$ cat src/hsdp_pkg.sv
package hsdp_pkg;
  // datagram framing
  localparam int DG_BITS = 32; // bits in every datagram
  localparam int DG_SPACE_BIT = 31; // space select position
  localparam int DG_ADDR_LO = 25; // lowest address bit
  localparam int DG_ADDR_W = 6; // address width
  localparam int DG_RNW_BIT = 24; // read / not write position
  localparam int DG_DATA_W = 24; // data field width
  localparam int DG_STAT_W = 8; // status byte width in the reply
  localparam int DG_CNT_W = 6; // bit counter width, saturates
  localparam int SYNC_STAGES = 2; // flops before any logic looks
  // host timing minimums in system clock periods, kept by the host
  localparam int SCK_MIN_PHASE_CYC = 3; // low or high phase
  localparam int SEL_MIN_GAP_CYC = 3; // select setup and hold
  // register byte offsets
  localparam logic [7:0] REG_CTRL = 8'h00; // internal interrupt level
  localparam logic [7:0] REG_STATUS = 8'h04; // status byte of replies
  localparam logic [7:0] REG_RDATA = 8'h08; // read data of replies
  localparam logic [7:0] REG_REQ = 8'h0C; // last request, read only
  localparam logic [7:0] REG_EVT = 8'h10; // sticky events, write 1 clears
  localparam logic [7:0] REG_WMASK = 8'h14; // used data bits of writes
  // field positions
  localparam int CTRL_INT_BIT = 0; // active-high interrupt level
  localparam int EVT_REQ_BIT = 0; // good request received
  localparam int EVT_ERR_BIT = 1; // frame with wrong bit count
  localparam int EVT_BUSY_BIT = 2; // frame in progress, read only
  // reset values
  localparam logic CTRL_INT_RST = 1'b0; // no interrupt pending
  localparam logic [7:0] STATUS_RST = 8'h00; // status byte
  localparam logic [23:0] RDATA_RST = 24'h000000; // read data
  localparam logic [23:0] WMASK_RST = 24'hFFFFFF; // all data bits used
  localparam logic [1:0] EVT_RST = 2'h0; // no events
  // types
  typedef enum logic {LNK_IDLE, LNK_FRAME} hsdp_state_t; // link states
  typedef struct packed {
    logic cyc; // bus cycle
    logic stb; // strobe
    logic we; // write enable
    logic [7:0] adr; // byte address
    logic [3:0] sel; // byte lanes
    logic [31:0] dat; // write data
  } hsdp_wb_req_t;
  typedef struct packed {
    logic valid; // one-cycle pulse per request
    logic space; // 1 selects ram, 0 registers
    logic [DG_ADDR_W-1:0] addr; // address within space
    logic rnw; // 1 read, 0 write
    logic [DG_DATA_W-1:0] data; // write data, zero on reads
  } hsdp_req_t;
endpackage : hsdp_pkg

$ cat src/hsdp_sync.sv
`timescale 1ns/1ps
module hsdp_sync #(
  parameter int WIDTH = 3 // number of pins
) (
  input wire logic clk_in, // system clock
  input wire logic rst_in, // async reset, high
  input wire logic [WIDTH-1:0] pin_in, // asynchronous pins
  output logic [WIDTH-1:0] lvl_out, // synchronized level
  output logic [WIDTH-1:0] rise_out, // one-cycle rise pulse
  output logic [WIDTH-1:0] fall_out // one-cycle fall pulse
);
  import hsdp_pkg::*;
  logic [WIDTH-1:0] s1_q, s2_q, s3_q; // chain stages
  logic [WIDTH-1:0] s1_d, s2_d, s3_d; // next values

  ////////////////////////////////////////////////////////////////////
  // two flops per pin, third only for edge finding
  always_comb begin
    s1_d = pin_in;
    s2_d = s1_q; // s1 feeds nothing but s2
    s3_d = s2_q;
  end

  // idle select and clock pins sit high, so reset to high avoids a false edge on them
  always_ff @(posedge clk_in or posedge rst_in) begin
    if (rst_in) begin
      s1_q <= '1;
      s2_q <= '1;
      s3_q <= '1;
    end else begin
      s1_q <= s1_d;
      s2_q <= s2_d;
      s3_q <= s3_d;
    end
  end

  // edges from settled stages only
  genvar gi;
  generate
    for (gi = 0; gi < WIDTH; gi++) begin : g_edge
      assign lvl_out[gi] = s2_q[gi];
      assign rise_out[gi] = s2_q[gi] & ~s3_q[gi];
      assign fall_out[gi] = ~s2_q[gi] & s3_q[gi];
    end
  endgenerate

  // watches settled stages only, the first flop stays private to the chain
  edge_from_sync_a: assert property (@(posedge clk_in) disable iff (rst_in)
    (rise_out != '0) |-> ((lvl_out & rise_out) == rise_out)
      && (($past(lvl_out) & rise_out) == '0))
    else $error("edge not taken from synchronized stages");
endmodule : hsdp_sync

$ cat src/hsdp_port.sv
// Chosen here: the register addresses and the Wishbone slave port.
`timescale 1ns/1ps
// Functional notes
// - one select assertion frames one 32-bit datagram
// - select, clock, data synchronized before use
// - select high puts interrupt status out
// - input bit sampled on clock rise
// - no upper limit on clock period
// - both directions shift most significant first
// - serial output always driven, never floated
// - reply bit valid 2.5 to 3.5 cycles
// - interrupt status timing around select edges
// - reply is status byte plus 24 data
// - read_not_write one reads, zero writes
// - bit 31 selects registers or ram
// - data bits ignored on read requests
// - only used low data bits are kept
// - shift register copied on select rise
// - read_not_write taken from bit 24
module hsdp_port (
  input wire logic clk_in, // system clock, 100 MHz
  input wire logic rst_in, // async reset, high
  input wire logic host_select_n_in, // frame select pin, low active
  input wire logic host_serial_clock_in, // serial clock pin
  input wire logic host_serial_in_in, // serial data pin
  output logic host_serial_out_out, // reply data or interrupt status
  output hsdp_pkg::hsdp_req_t req_out, // decoded request to the core
  input hsdp_pkg::hsdp_wb_req_t wb_in, // wishbone request
  output logic wb_ack_out, // wishbone ack
  output logic [31:0] wb_dat_out // wishbone read data
);
  import hsdp_pkg::*;

  ////////////////////////////////////////////////////////////////////
  // pin synchronizers
  logic [2:0] lvl, rise, fall; // sel, sck, sdi
  logic sel_lvl, sel_rise, sel_fall; // select views
  logic sck_rise, sck_fall; // clock edges
  logic sdi_lvl; // data level, same delay as clock

  hsdp_sync #(.WIDTH(3)) u_sync (
    .clk_in(clk_in),
    .rst_in(rst_in),
    .pin_in({host_select_n_in, host_serial_clock_in, host_serial_in_in}),
    .lvl_out(lvl),
    .rise_out(rise),
    .fall_out(fall)
  );

  assign sel_lvl = lvl[2];
  assign sel_rise = rise[2];
  assign sel_fall = fall[2];
  assign sck_rise = rise[1];
  assign sck_fall = fall[1];
  assign sdi_lvl = lvl[0];

  ////////////////////////////////////////////////////////////////////
  // register state declarations
  logic ack_q, ack_d; // bus ack
  logic [31:0] dat_q, dat_d; // bus read data
  logic int_q, int_d; // internal interrupt, active high
  logic [DG_STAT_W-1:0] status_q, status_d; // reply status byte
  logic [DG_DATA_W-1:0] rdata_q, rdata_d; // reply read data
  logic [DG_DATA_W-1:0] wmask_q, wmask_d; // used write data bits
  logic [1:0] evt_q, evt_d; // sticky events
  logic int_n; // interrupt_status_n, low when pending

  ////////////////////////////////////////////////////////////////////
  // link state declarations
  hsdp_state_t state_q, state_d; // frame tracking
  logic [DG_CNT_W-1:0] cnt_q, cnt_d; // bits shifted in
  logic [DG_BITS-1:0] rx_q, rx_d; // request shift register
  logic [DG_BITS-1:0] tx_q, tx_d; // reply shift register
  logic sdo_q, sdo_d; // serial output flop
  hsdp_req_t req_q, req_d; // request buffer
  logic done_q, done_d; // good frame pulse
  logic bad_q, bad_d; // bad frame pulse

  assign int_n = ~int_q;

  ////////////////////////////////////////////////////////////////////
  // link next state
  always_comb begin
    state_d = state_q;
    cnt_d = cnt_q;
    rx_d = rx_q;
    tx_d = tx_q;
    sdo_d = sdo_q; // holds, so any clock phase length is fine
    req_d = req_q;
    req_d.valid = 1'b0;
    done_d = 1'b0;
    bad_d = 1'b0;
    case (state_q)
      LNK_IDLE: begin
        sdo_d = int_n;
        if (sel_fall) begin
          // reply frozen at frame start so software edits cannot tear it
          state_d = LNK_FRAME;
          cnt_d = '0;
          tx_d = {status_q, rdata_q};
        end
      end
      LNK_FRAME: begin
        if (sel_rise) begin
          state_d = LNK_IDLE;
          sdo_d = int_n;
          if (cnt_q == DG_CNT_W'(DG_BITS)) begin
            req_d.valid = 1'b1;
            req_d.space = rx_q[DG_SPACE_BIT];
            req_d.addr = rx_q[DG_ADDR_LO +: DG_ADDR_W];
            req_d.rnw = rx_q[DG_RNW_BIT];
            // reads carry no data; writes keep only the used bits
            if (rx_q[DG_RNW_BIT]) begin
              req_d.data = '0;
            end else begin
              req_d.data = rx_q[DG_DATA_W-1:0] & wmask_q;
            end
            done_d = 1'b1;
          end else begin
            bad_d = 1'b1; // short or long frame is dropped
          end
        end else begin
          if (sck_rise) begin
            rx_d = {rx_q[DG_BITS-2:0], sdi_lvl};
            // saturate so a long frame can never wrap back to 32
            if (cnt_q != '1) begin
              cnt_d = cnt_q + DG_CNT_W'(1);
            end
          end
          if (sck_fall) begin
            sdo_d = tx_q[DG_BITS-1];
            tx_d = {tx_q[DG_BITS-2:0], 1'b0};
          end
        end
      end
      default: begin
        state_d = LNK_IDLE;
      end
    endcase
  end

  // link registers; output stays driven through reset
  always_ff @(posedge clk_in or posedge rst_in) begin
    if (rst_in) begin
      state_q <= LNK_IDLE;
      cnt_q <= '0;
      rx_q <= '0;
      tx_q <= '0;
      sdo_q <= 1'b1;
      req_q <= '0;
      done_q <= 1'b0;
      bad_q <= 1'b0;
    end else begin
      state_q <= state_d;
      cnt_q <= cnt_d;
      rx_q <= rx_d;
      tx_q <= tx_d;
      sdo_q <= sdo_d;
      req_q <= req_d;
      done_q <= done_d;
      bad_q <= bad_d;
    end
  end

  assign host_serial_out_out = sdo_q;
  assign req_out = req_q;

  ////////////////////////////////////////////////////////////////////
  // wishbone slave
  function automatic logic [31:0] merge(input logic [31:0] old_v,
                                        input logic [31:0] new_v,
                                        input logic [3:0] sel);
    logic [31:0] res;
    res = old_v;
    for (int i = 0; i < 4; i++) begin
      if (sel[i]) begin
        res[8*i +: 8] = new_v[8*i +: 8];
      end
    end
    return res;
  endfunction : merge

  logic bus_hit; // request on the bus, in any cycle
  logic wr_en; // write takes effect this edge
  logic [31:0] wmrg; // merged write word
  logic [31:0] evt_clr; // write-one-clear pattern

  assign bus_hit = wb_in.cyc & wb_in.stb;
  assign wr_en = bus_hit & wb_in.we & ack_q;

  // one wait state: ack one edge after the request, write at the edge that ends the ack
  always_comb begin
    ack_d = bus_hit & ~ack_q;
    dat_d = '0; // unmapped reads return zero
    int_d = int_q;
    status_d = status_q;
    rdata_d = rdata_q;
    wmask_d = wmask_q;
    wmrg = '0;
    evt_clr = '0;
    if (wb_in.adr == REG_CTRL) begin
      dat_d = {31'h00000000, int_q};
      wmrg = merge({31'h00000000, int_q}, wb_in.dat, wb_in.sel);
      if (wr_en) begin
        int_d = wmrg[CTRL_INT_BIT];
      end
    end else if (wb_in.adr == REG_STATUS) begin
      dat_d = {24'h000000, status_q};
      wmrg = merge({24'h000000, status_q}, wb_in.dat, wb_in.sel);
      if (wr_en) begin
        status_d = wmrg[DG_STAT_W-1:0];
      end
    end else if (wb_in.adr == REG_RDATA) begin
      dat_d = {8'h00, rdata_q};
      wmrg = merge({8'h00, rdata_q}, wb_in.dat, wb_in.sel);
      if (wr_en) begin
        rdata_d = wmrg[DG_DATA_W-1:0];
      end
    end else if (wb_in.adr == REG_REQ) begin
      dat_d = {req_q.space, req_q.addr, req_q.rnw, req_q.data};
    end else if (wb_in.adr == REG_EVT) begin
      dat_d = {29'h00000000, state_q == LNK_FRAME, evt_q};
      if (wr_en) begin
        evt_clr = merge(32'h00000000, wb_in.dat, wb_in.sel);
      end
    end else if (wb_in.adr == REG_WMASK) begin
      dat_d = {8'h00, wmask_q};
      wmrg = merge({8'h00, wmask_q}, wb_in.dat, wb_in.sel);
      if (wr_en) begin
        wmask_d = wmrg[DG_DATA_W-1:0];
      end
    end
    if (!ack_d) begin
      dat_d = '0;
    end
    // a frame ending in the clearing cycle still leaves its flag set
    evt_d = (evt_q & ~evt_clr[1:0]) | {bad_q, done_q};
  end

  // bus and control registers
  always_ff @(posedge clk_in or posedge rst_in) begin
    if (rst_in) begin
      ack_q <= 1'b0;
      dat_q <= '0;
      int_q <= CTRL_INT_RST;
      status_q <= STATUS_RST;
      rdata_q <= RDATA_RST;
      wmask_q <= WMASK_RST;
      evt_q <= EVT_RST;
    end else begin
      ack_q <= ack_d;
      dat_q <= dat_d;
      int_q <= int_d;
      status_q <= status_d;
      rdata_q <= rdata_d;
      wmask_q <= wmask_d;
      evt_q <= evt_d;
    end
  end

  assign wb_ack_out = ack_q;
  assign wb_dat_out = dat_q;

  ////////////////////////////////////////////////////////////////////
  // checks
  idle_int_out_a: assert property (@(posedge clk_in) disable iff (rst_in)
    sel_lvl |=> sdo_q == $past(int_n))
    else $error("serial output not showing interrupt while deselected");
  reply_bit_out_a: assert property (@(posedge clk_in) disable iff (rst_in)
    (state_q == LNK_FRAME && sck_fall && !sel_rise)
    |=> sdo_q == $past(tx_q[DG_BITS-1]))
    else $error("reply bit not presented after clock fall");
  shift_in_a: assert property (@(posedge clk_in) disable iff (rst_in)
    (state_q == LNK_FRAME && sck_rise && !sel_rise)
    |=> rx_q == {$past(rx_q[DG_BITS-2:0]), $past(sdi_lvl)})
    else $error("input bit not shifted on clock rise");
  reply_load_a: assert property (@(posedge clk_in) disable iff (rst_in)
    (state_q == LNK_IDLE && sel_fall)
    |=> tx_q == {$past(status_q), $past(rdata_q)})
    else $error("reply not loaded with status and read data");
  frame_count_a: assert property (@(posedge clk_in) disable iff (rst_in)
    (state_q == LNK_FRAME && sel_rise)
    |=> (req_q.valid == ($past(cnt_q) == DG_CNT_W'(DG_BITS)))
        && (bad_q == !req_q.valid))
    else $error("frame acceptance does not match bit count");
  req_fields_a: assert property (@(posedge clk_in) disable iff (rst_in)
    (state_q == LNK_FRAME && sel_rise && cnt_q == DG_CNT_W'(DG_BITS))
    |=> req_q.space == $past(rx_q[DG_SPACE_BIT])
        && req_q.addr == $past(rx_q[DG_ADDR_LO +: DG_ADDR_W]))
    else $error("space or address decoded wrongly");
  req_rnw_a: assert property (@(posedge clk_in) disable iff (rst_in)
    req_q.valid |-> req_q.rnw == $past(rx_q[DG_RNW_BIT], 1))
    else $error("read flag not from bit 24");
  req_data_a: assert property (@(posedge clk_in) disable iff (rst_in)
    req_q.valid |-> req_q.data == (req_q.rnw ? '0
      : $past(rx_q[DG_DATA_W-1:0] & wmask_q)))
    else $error("request data not masked or not zeroed on read");
  int_hold_a: assert property (@(posedge clk_in) disable iff (rst_in)
    (state_q == LNK_IDLE && sel_fall) ##1 (!sck_fall && !sel_rise)
    |=> sdo_q == $past(sdo_q))
    else $error("output moved before first clock fall");
endmodule : hsdp_port

$ cat config.mk
export PLATFORM = sky130hd
export DESIGN_NAME = hsdp_port
export DESIGN_NICKNAME = d
export VERILOG_FILES = /design/src/hsdp_pkg.sv /design/src/hsdp_sync.sv /design/src/hsdp_port.sv
export SDC_FILE = /design/constraint.sdc
export NUM_CORES = 1
export LEC_CHECK = 0
export ABC_AREA = 1
export BUFFER_PORTS_ARGS = -buffer_cell sky130_fd_sc_hd__buf_2
export CAP_MARGIN = 25
export CORE_MARGIN = 1
export CORE_UTILIZATION = 50
export CTS_CLUSTER_DIAMETER = 50
export DETAILED_ROUTE_END_ITERATION = 10
export PLACE_DENSITY = 0.69
export SKIP_LAST_GASP = 1
export SLEW_MARGIN = 20
export SYNTH_ARGS = -nofsm -noshare
export SYNTH_HDL_FRONTEND = slang
export SYNTH_HIERARCHICAL = 1
export SYNTH_SLANG_ARGS = --single-unit
$ cat constraint.sdc
create_clock -name clk_in -period 6.45 [get_ports clk_in]
set_input_delay 1.29 -clock clk_in [delete_from_list [all_inputs] [get_ports clk_in]]
set_output_delay 1.29 -clock clk_in [all_outputs]
set_load 0.1 [all_outputs]
After elaboration in Yosys (flattened, before gate mapping)

Cells that the tools add are included.

Flip-flop bits (word level): 208
Input bits: 52
Output and inout bits: 67
Word-level logic and storage cells: 117

$add $sub $neg: 1
Eq/ne operators: 13
Mux-type cells: 39
Bitwise logic cells: 25
Reduce and logical (&&, ||, !) cells: 13

Operators by type and width:

| kind                                                | count |
|---|---|
| 2-to-1 mux 32 bit                                   | 8 |
| 2-to-1 mux 33 bit                                   | 3 |
| 2-to-1 mux 24 bit                                   | 3 |
| case mux 32 bit (2 select lines)                    | 1 |
| AND 24 bit                                          | 1 |
| 2-to-1 mux 6 bit                                    | 4 |
| AND reduction 8 bit                                 | 3 |
| equality test 8 x 4 -> 1 bit, second input constant | 2 |
| equality test 8 x 5 -> 1 bit, second input constant | 2 |
| AND reduction 5 bit                                 | 3 |
| 2-to-1 mux 2 bit                                    | 7 |
| inverter 1 bit                                      | 13 |
| case mux 6 bit (2 select lines)                     | 1 |
| AND reduction 3 bit                                 | 4 |
| 2-to-1 mux 1 bit                                    | 10 |
| AND 1 bit                                           | 8 |
| equality test 8 x 3 -> 1 bit, second input constant | 1 |
| logical NOT 8 bit                                   | 1 |
| != test 2 bit, second input constant                | 4 |
| AND reduction 4 bit                                 | 2 |
| adder 6 x 1 -> 6 bit, second input constant         | 1 |
| equality test 6 bit, second input constant          | 1 |
| != test 6 bit, second input constant                | 1 |
| case mux 1 bit (2 select lines)                     | 2 |
| 5 further kinds                                     | 5 |

Logic depth before layout (Yosys ltp)

Depth after elaboration: 12
Mapped depth: 10
Mapped depth without buffers: 9

Modules after synthesis

The synthesis kept the hierarchy.

Modules (own cells, without submodules):

| module    | times used | cells each | area each (µm²) | seq. area each (µm²) |
|---|---|---|---|---|
| hsdp_port | 1          | 958        | 8758.4          | 4986.0 |
| hsdp_sync | 1          | 22         | 285.3           | 236.5 |

Worst setup path before layout

No wires, ideal clock.

Path kind: input to register
Start: in wb_in[36] (netlist bit)
End: reg rdata_q[10]
Library setup time: 0.117 ns
Data arrival time: 2.207 ns
Required time: 6.333 ns
Path slack: 4.126 ns
Stages: 9
Path buffers: 1
Path through: inv_2 -> nand2_2 -> nor2_2 -> nand2_4 -> clkinv_4 -> nand4_4 -> buf_6 -> o21ai_1 -> inv_1

Word-level cells in the longest chain between the ends: 3
Elaborated cells on any way between the ends: 6
Classes of those cells: eq/ne: 2; bitwise: 2; reduce/logical: 2

RTL lines:

| element                                                                  | RTL line                           | text |
|---|---|---|
| from (decl)                                                              | hsdp_port.sv:28                    | `input hsdp_pkg::hsdp_wb_req_t wb_in,` |
| equality test 8 x 3 -> 1 bit / logical NOT 8 bit (equally long branches) | hsdp_port.sv:207, hsdp_port.sv:201 |  |
| inverter 1 bit (no source line)                                          | -                                  |  |
| AND reduction 5 bit (no source line) *                                   | -                                  |  |
| to (signal assigned)                                                     | hsdp_port.sv:255                   | `rdata_q <= rdata_d;` |
| to (decl)                                                                | hsdp_port.sv:63                    | `logic [DG_DATA_W-1:0] rdata_q, rdata_d;` |

Every way passes the cells marked *; elsewhere a longest branch is shown, timed or not.
A chain may end at the register's enable or synchronous reset.

Final worst setup path

Start: in wb_in[36] (netlist bit)
End: reg dat_q[5], in the netlist wb_dat_out[5]

Word-level cells in the longest chain between the ends: 8
Elaborated cells on any way between the ends: 13
Classes of those cells: eq/ne: 5; mux: 7; reduce/logical: 1

RTL lines:

| element                      | RTL line         | text |
|---|---|---|
| equality test 8 x 5 -> 1 bit | hsdp_port.sv:226 | `end else if (wb_in.adr == REG_WMASK) begin` |
| 2-to-1 mux 24 bit            | hsdp_port.sv:226 |  |
| 2-to-1 mux 24 bit            | hsdp_port.sv:221 | `end else if (wb_in.adr == REG_EVT) begin` |
| 2-to-1 mux 32 bit            | hsdp_port.sv:219 | `end else if (wb_in.adr == REG_REQ) begin` |
| 2-to-1 mux 32 bit            | hsdp_port.sv:213 | `end else if (wb_in.adr == REG_RDATA) begin` |
| 2-to-1 mux 32 bit            | hsdp_port.sv:207 | `end else if (wb_in.adr == REG_STATUS) begin` |
| 2-to-1 mux 32 bit *          | hsdp_port.sv:201 | `if (wb_in.adr == REG_CTRL) begin` |
| 2-to-1 mux 32 bit *          | hsdp_port.sv:233 | `if (!ack_d) begin` |
| named net dat_d[5]           | hsdp_port.sv:60  | `logic [31:0] dat_q, dat_d;` |
| to (signal assigned)         | hsdp_port.sv:252 | `dat_q <= dat_d;` |
| to (decl)                    | hsdp_port.sv:60  |  |

The timed path passes the listed nets; every way through them passes the cells marked *.

==> flow_metrics.tcl <==
set metrics [dict create \
    p_leak_nw 5.02 \
    cp_max_fo 17 \
    status "finished clean" \
    synth_fp_nets 1029 \
    finalClockSkew_ns 0.0209 \
    ioPinCount 119 \
    grt.total_usage 0.239 \
    worstPathCellList "buf_2 -> inv_2 -> nand2_2 -> nor2_4 -> nand2_1 -> o21ai_0 -> nor2_1 -> nor2_1" \
    grt_pass1_vias 6525 \
    die-area_um2 18500 \
    clock_sinks 206 \
    timing_worst_setup_path_type "in -> reg" \
    critPathMostFrequentCell "nor2_1" \
    place.gp.congestion 0.931 \
    cts.clk_slew.worst_paths_ns 0.06 \
    via_count 6847 \
    cp_slowest_cell "nand2_1" \
    cts_hold_buffers 0 \
    drt_pre_antenna_iters 5 \
    rsz0062_at_grt "false" \
    post_drt_wl_per_cell_um 16.4 \
    cts.repair.resized 0 \
    hold_viol_final 0 \
    grt_start_max_net_pins 93 \
    max_slew_margin 0.470 \
    dp_hpwl_mm 14.3 \
    clock_path_buffers 3 \
    via_per_inst 5.21 \
    fin_crit_sh 0.431 \
    htree_levels 1 \
    multi_input_area_um2 3080 \
    tightest_slew_ns 0.795 \
    drc 0 \
    drive_above_1_share 0.238 \
    cts_root_buf "clkbuf_16" \
    antenna_found_initial 1 \
    core_um2 17400 \
    layout.nets 1125 \
    worstPathRequired_ns 6.87 \
    drt_iter0_markers 418 \
    fmax_ghz 0.359 \
    grt_first_pass_wirelength_mm 34.0 \
    hold_path_class "reg -> reg" \
    path_delay_family "simple AND/OR/NAND/NOR gates" \
    port_buffers 109 \
    postLayoutCoreUtil 0.597 \
    final_common_cell "nand2_1" \
    die_x_um 136 \
    routed_wl_mm 21.6 \
    crit_buf_inv 2 \
    cts_tree "built" \
    syn_area_um2 9000 \
    start_util 0.517 \
    power_density_nw_per_um2 313 \
    cts_inserted_buffers 23 \
    drt.antenna.violating_nets 0 \
    die_y_um 136 \
    layout_common_cells "nand2_1 (230), dfrtp_1 (173), inv_1 (109), buf_2 (109), nor2_1 (69)" \
    synthToLayoutAreaGrowth_pct 15.6 \
    synthCells 975 \
    ir_drop_v 0.000213 \
    worst_setup_path_end_kind "flip-flop" \
    row_count 48 \
    arrival_ns 3.20 \
    setup-tns-final_ns 0 \
    register_area_um2 5200 \
    critPathMaxStageDelay_ns 0.56 \
    fillers 1551 \
    ys.warnings.count 6 \
    drv_slew 0 \
    grt-ovfl-total 0 \
    post-cts-setup-buffers 0 \
    start_kind "input port" \
    diodes 0 \
    setup_violations 0 \
    insertion_delay_ns 0.51 \
    maxCapViolations 0 \
    synth.avg_cell_area_um2 9.23 \
    fin_crit_ns 2.78 \
]
[worst reg2reg max path, cell delays in order (launching register included)]
cell and delay (ns):
dfrtp_1 0.35, buf_4 0.28, inv_2 0.57, nor2_1 0.19, nand2_2 0.09, buf_4 0.50, o21bai_1 0.21, nand2_1 0.23
a21oi_1 0.20, nor2_1 0.06
[layout make-up]
type / count / share of cell area
clock buffers: 33 / 0.0637
clock inverters: 9 / 0.00782
inverters: 123 / 0.0452
multi-input cells: 602 / 0.296
flip-flops and latches: 206 / 0.499
well taps: 225 / 0.0271
repair buffers: 115 / 0.0604
[state kept, by name, indices dropped and copies added, names as in the netlist, 2 cells and up]
register / count
cnt_q: 6
evt_q: 2
rdata_q: 24
req_out: 32
rx_q: 32
status_q: 8
tx_q: 32
u_sync/lvl_out: 3
u_sync/s1_q: 3
u_sync/s3_q: 2
wb_dat_out: 32
wmask_q: 24
[report_power, final]
part | switching (mW) | internal [mW]
clock | 0.515 | 0.757
sequential | 0.116 | 1.47
combinational | 0.257 | 0.134
[final timing paths]
| path | startpoint | cells after the start | endpoint | slack [ns] |
|---|---|---|---|---|
| max | wb_in[36] | 8 | wb_dat_out[5] | 3.67 |
| min | u_sync/s1_q[2] | 0 | u_sync/lvl_out[2] | 0.35 |
| max reg2reg | state_q | 9 | cnt_q[2] | 3.68 |
| min reg2reg | u_sync/s1_q[2] | 0 | u_sync/lvl_out[2] | 0.35 |
| max in group asynchronous | rst_in | 3 | rx_q[26] | 4.67 |
| min in group asynchronous | rst_in | 2 | tx_q[23] | 0.74 |
[through the flow]
stage	instance area [µm²]	hold slack, ns	power (mW)	setup slack, ns	instances
after global placement	9620	0.346	1.98	3.18	1269
final	10400	0.355	3.25	3.67	1313
after floorplan	9010	0.345	1.87	2.62	975
after global routing	10400	0.360	3.41	3.42	1313
after CTS	10400	0.355	3.28	3.69	1312
after detailed placement	9640	0.347	2.00	3.21	1270
[layer usage]
metal | up-vias | share of wire | track usage
met4 | 2 | 0.027 | 0.0735
met5 | - | 0.00056 | 0
met1 | 3286 | 0.44 | 0.326
met3 | 39 | 0.052 | 0.0418
li1 | 3349 | - | -
met2 | 171 | 0.48 | 0.389
No activity file was read; power rests on OpenSTA's default activity.
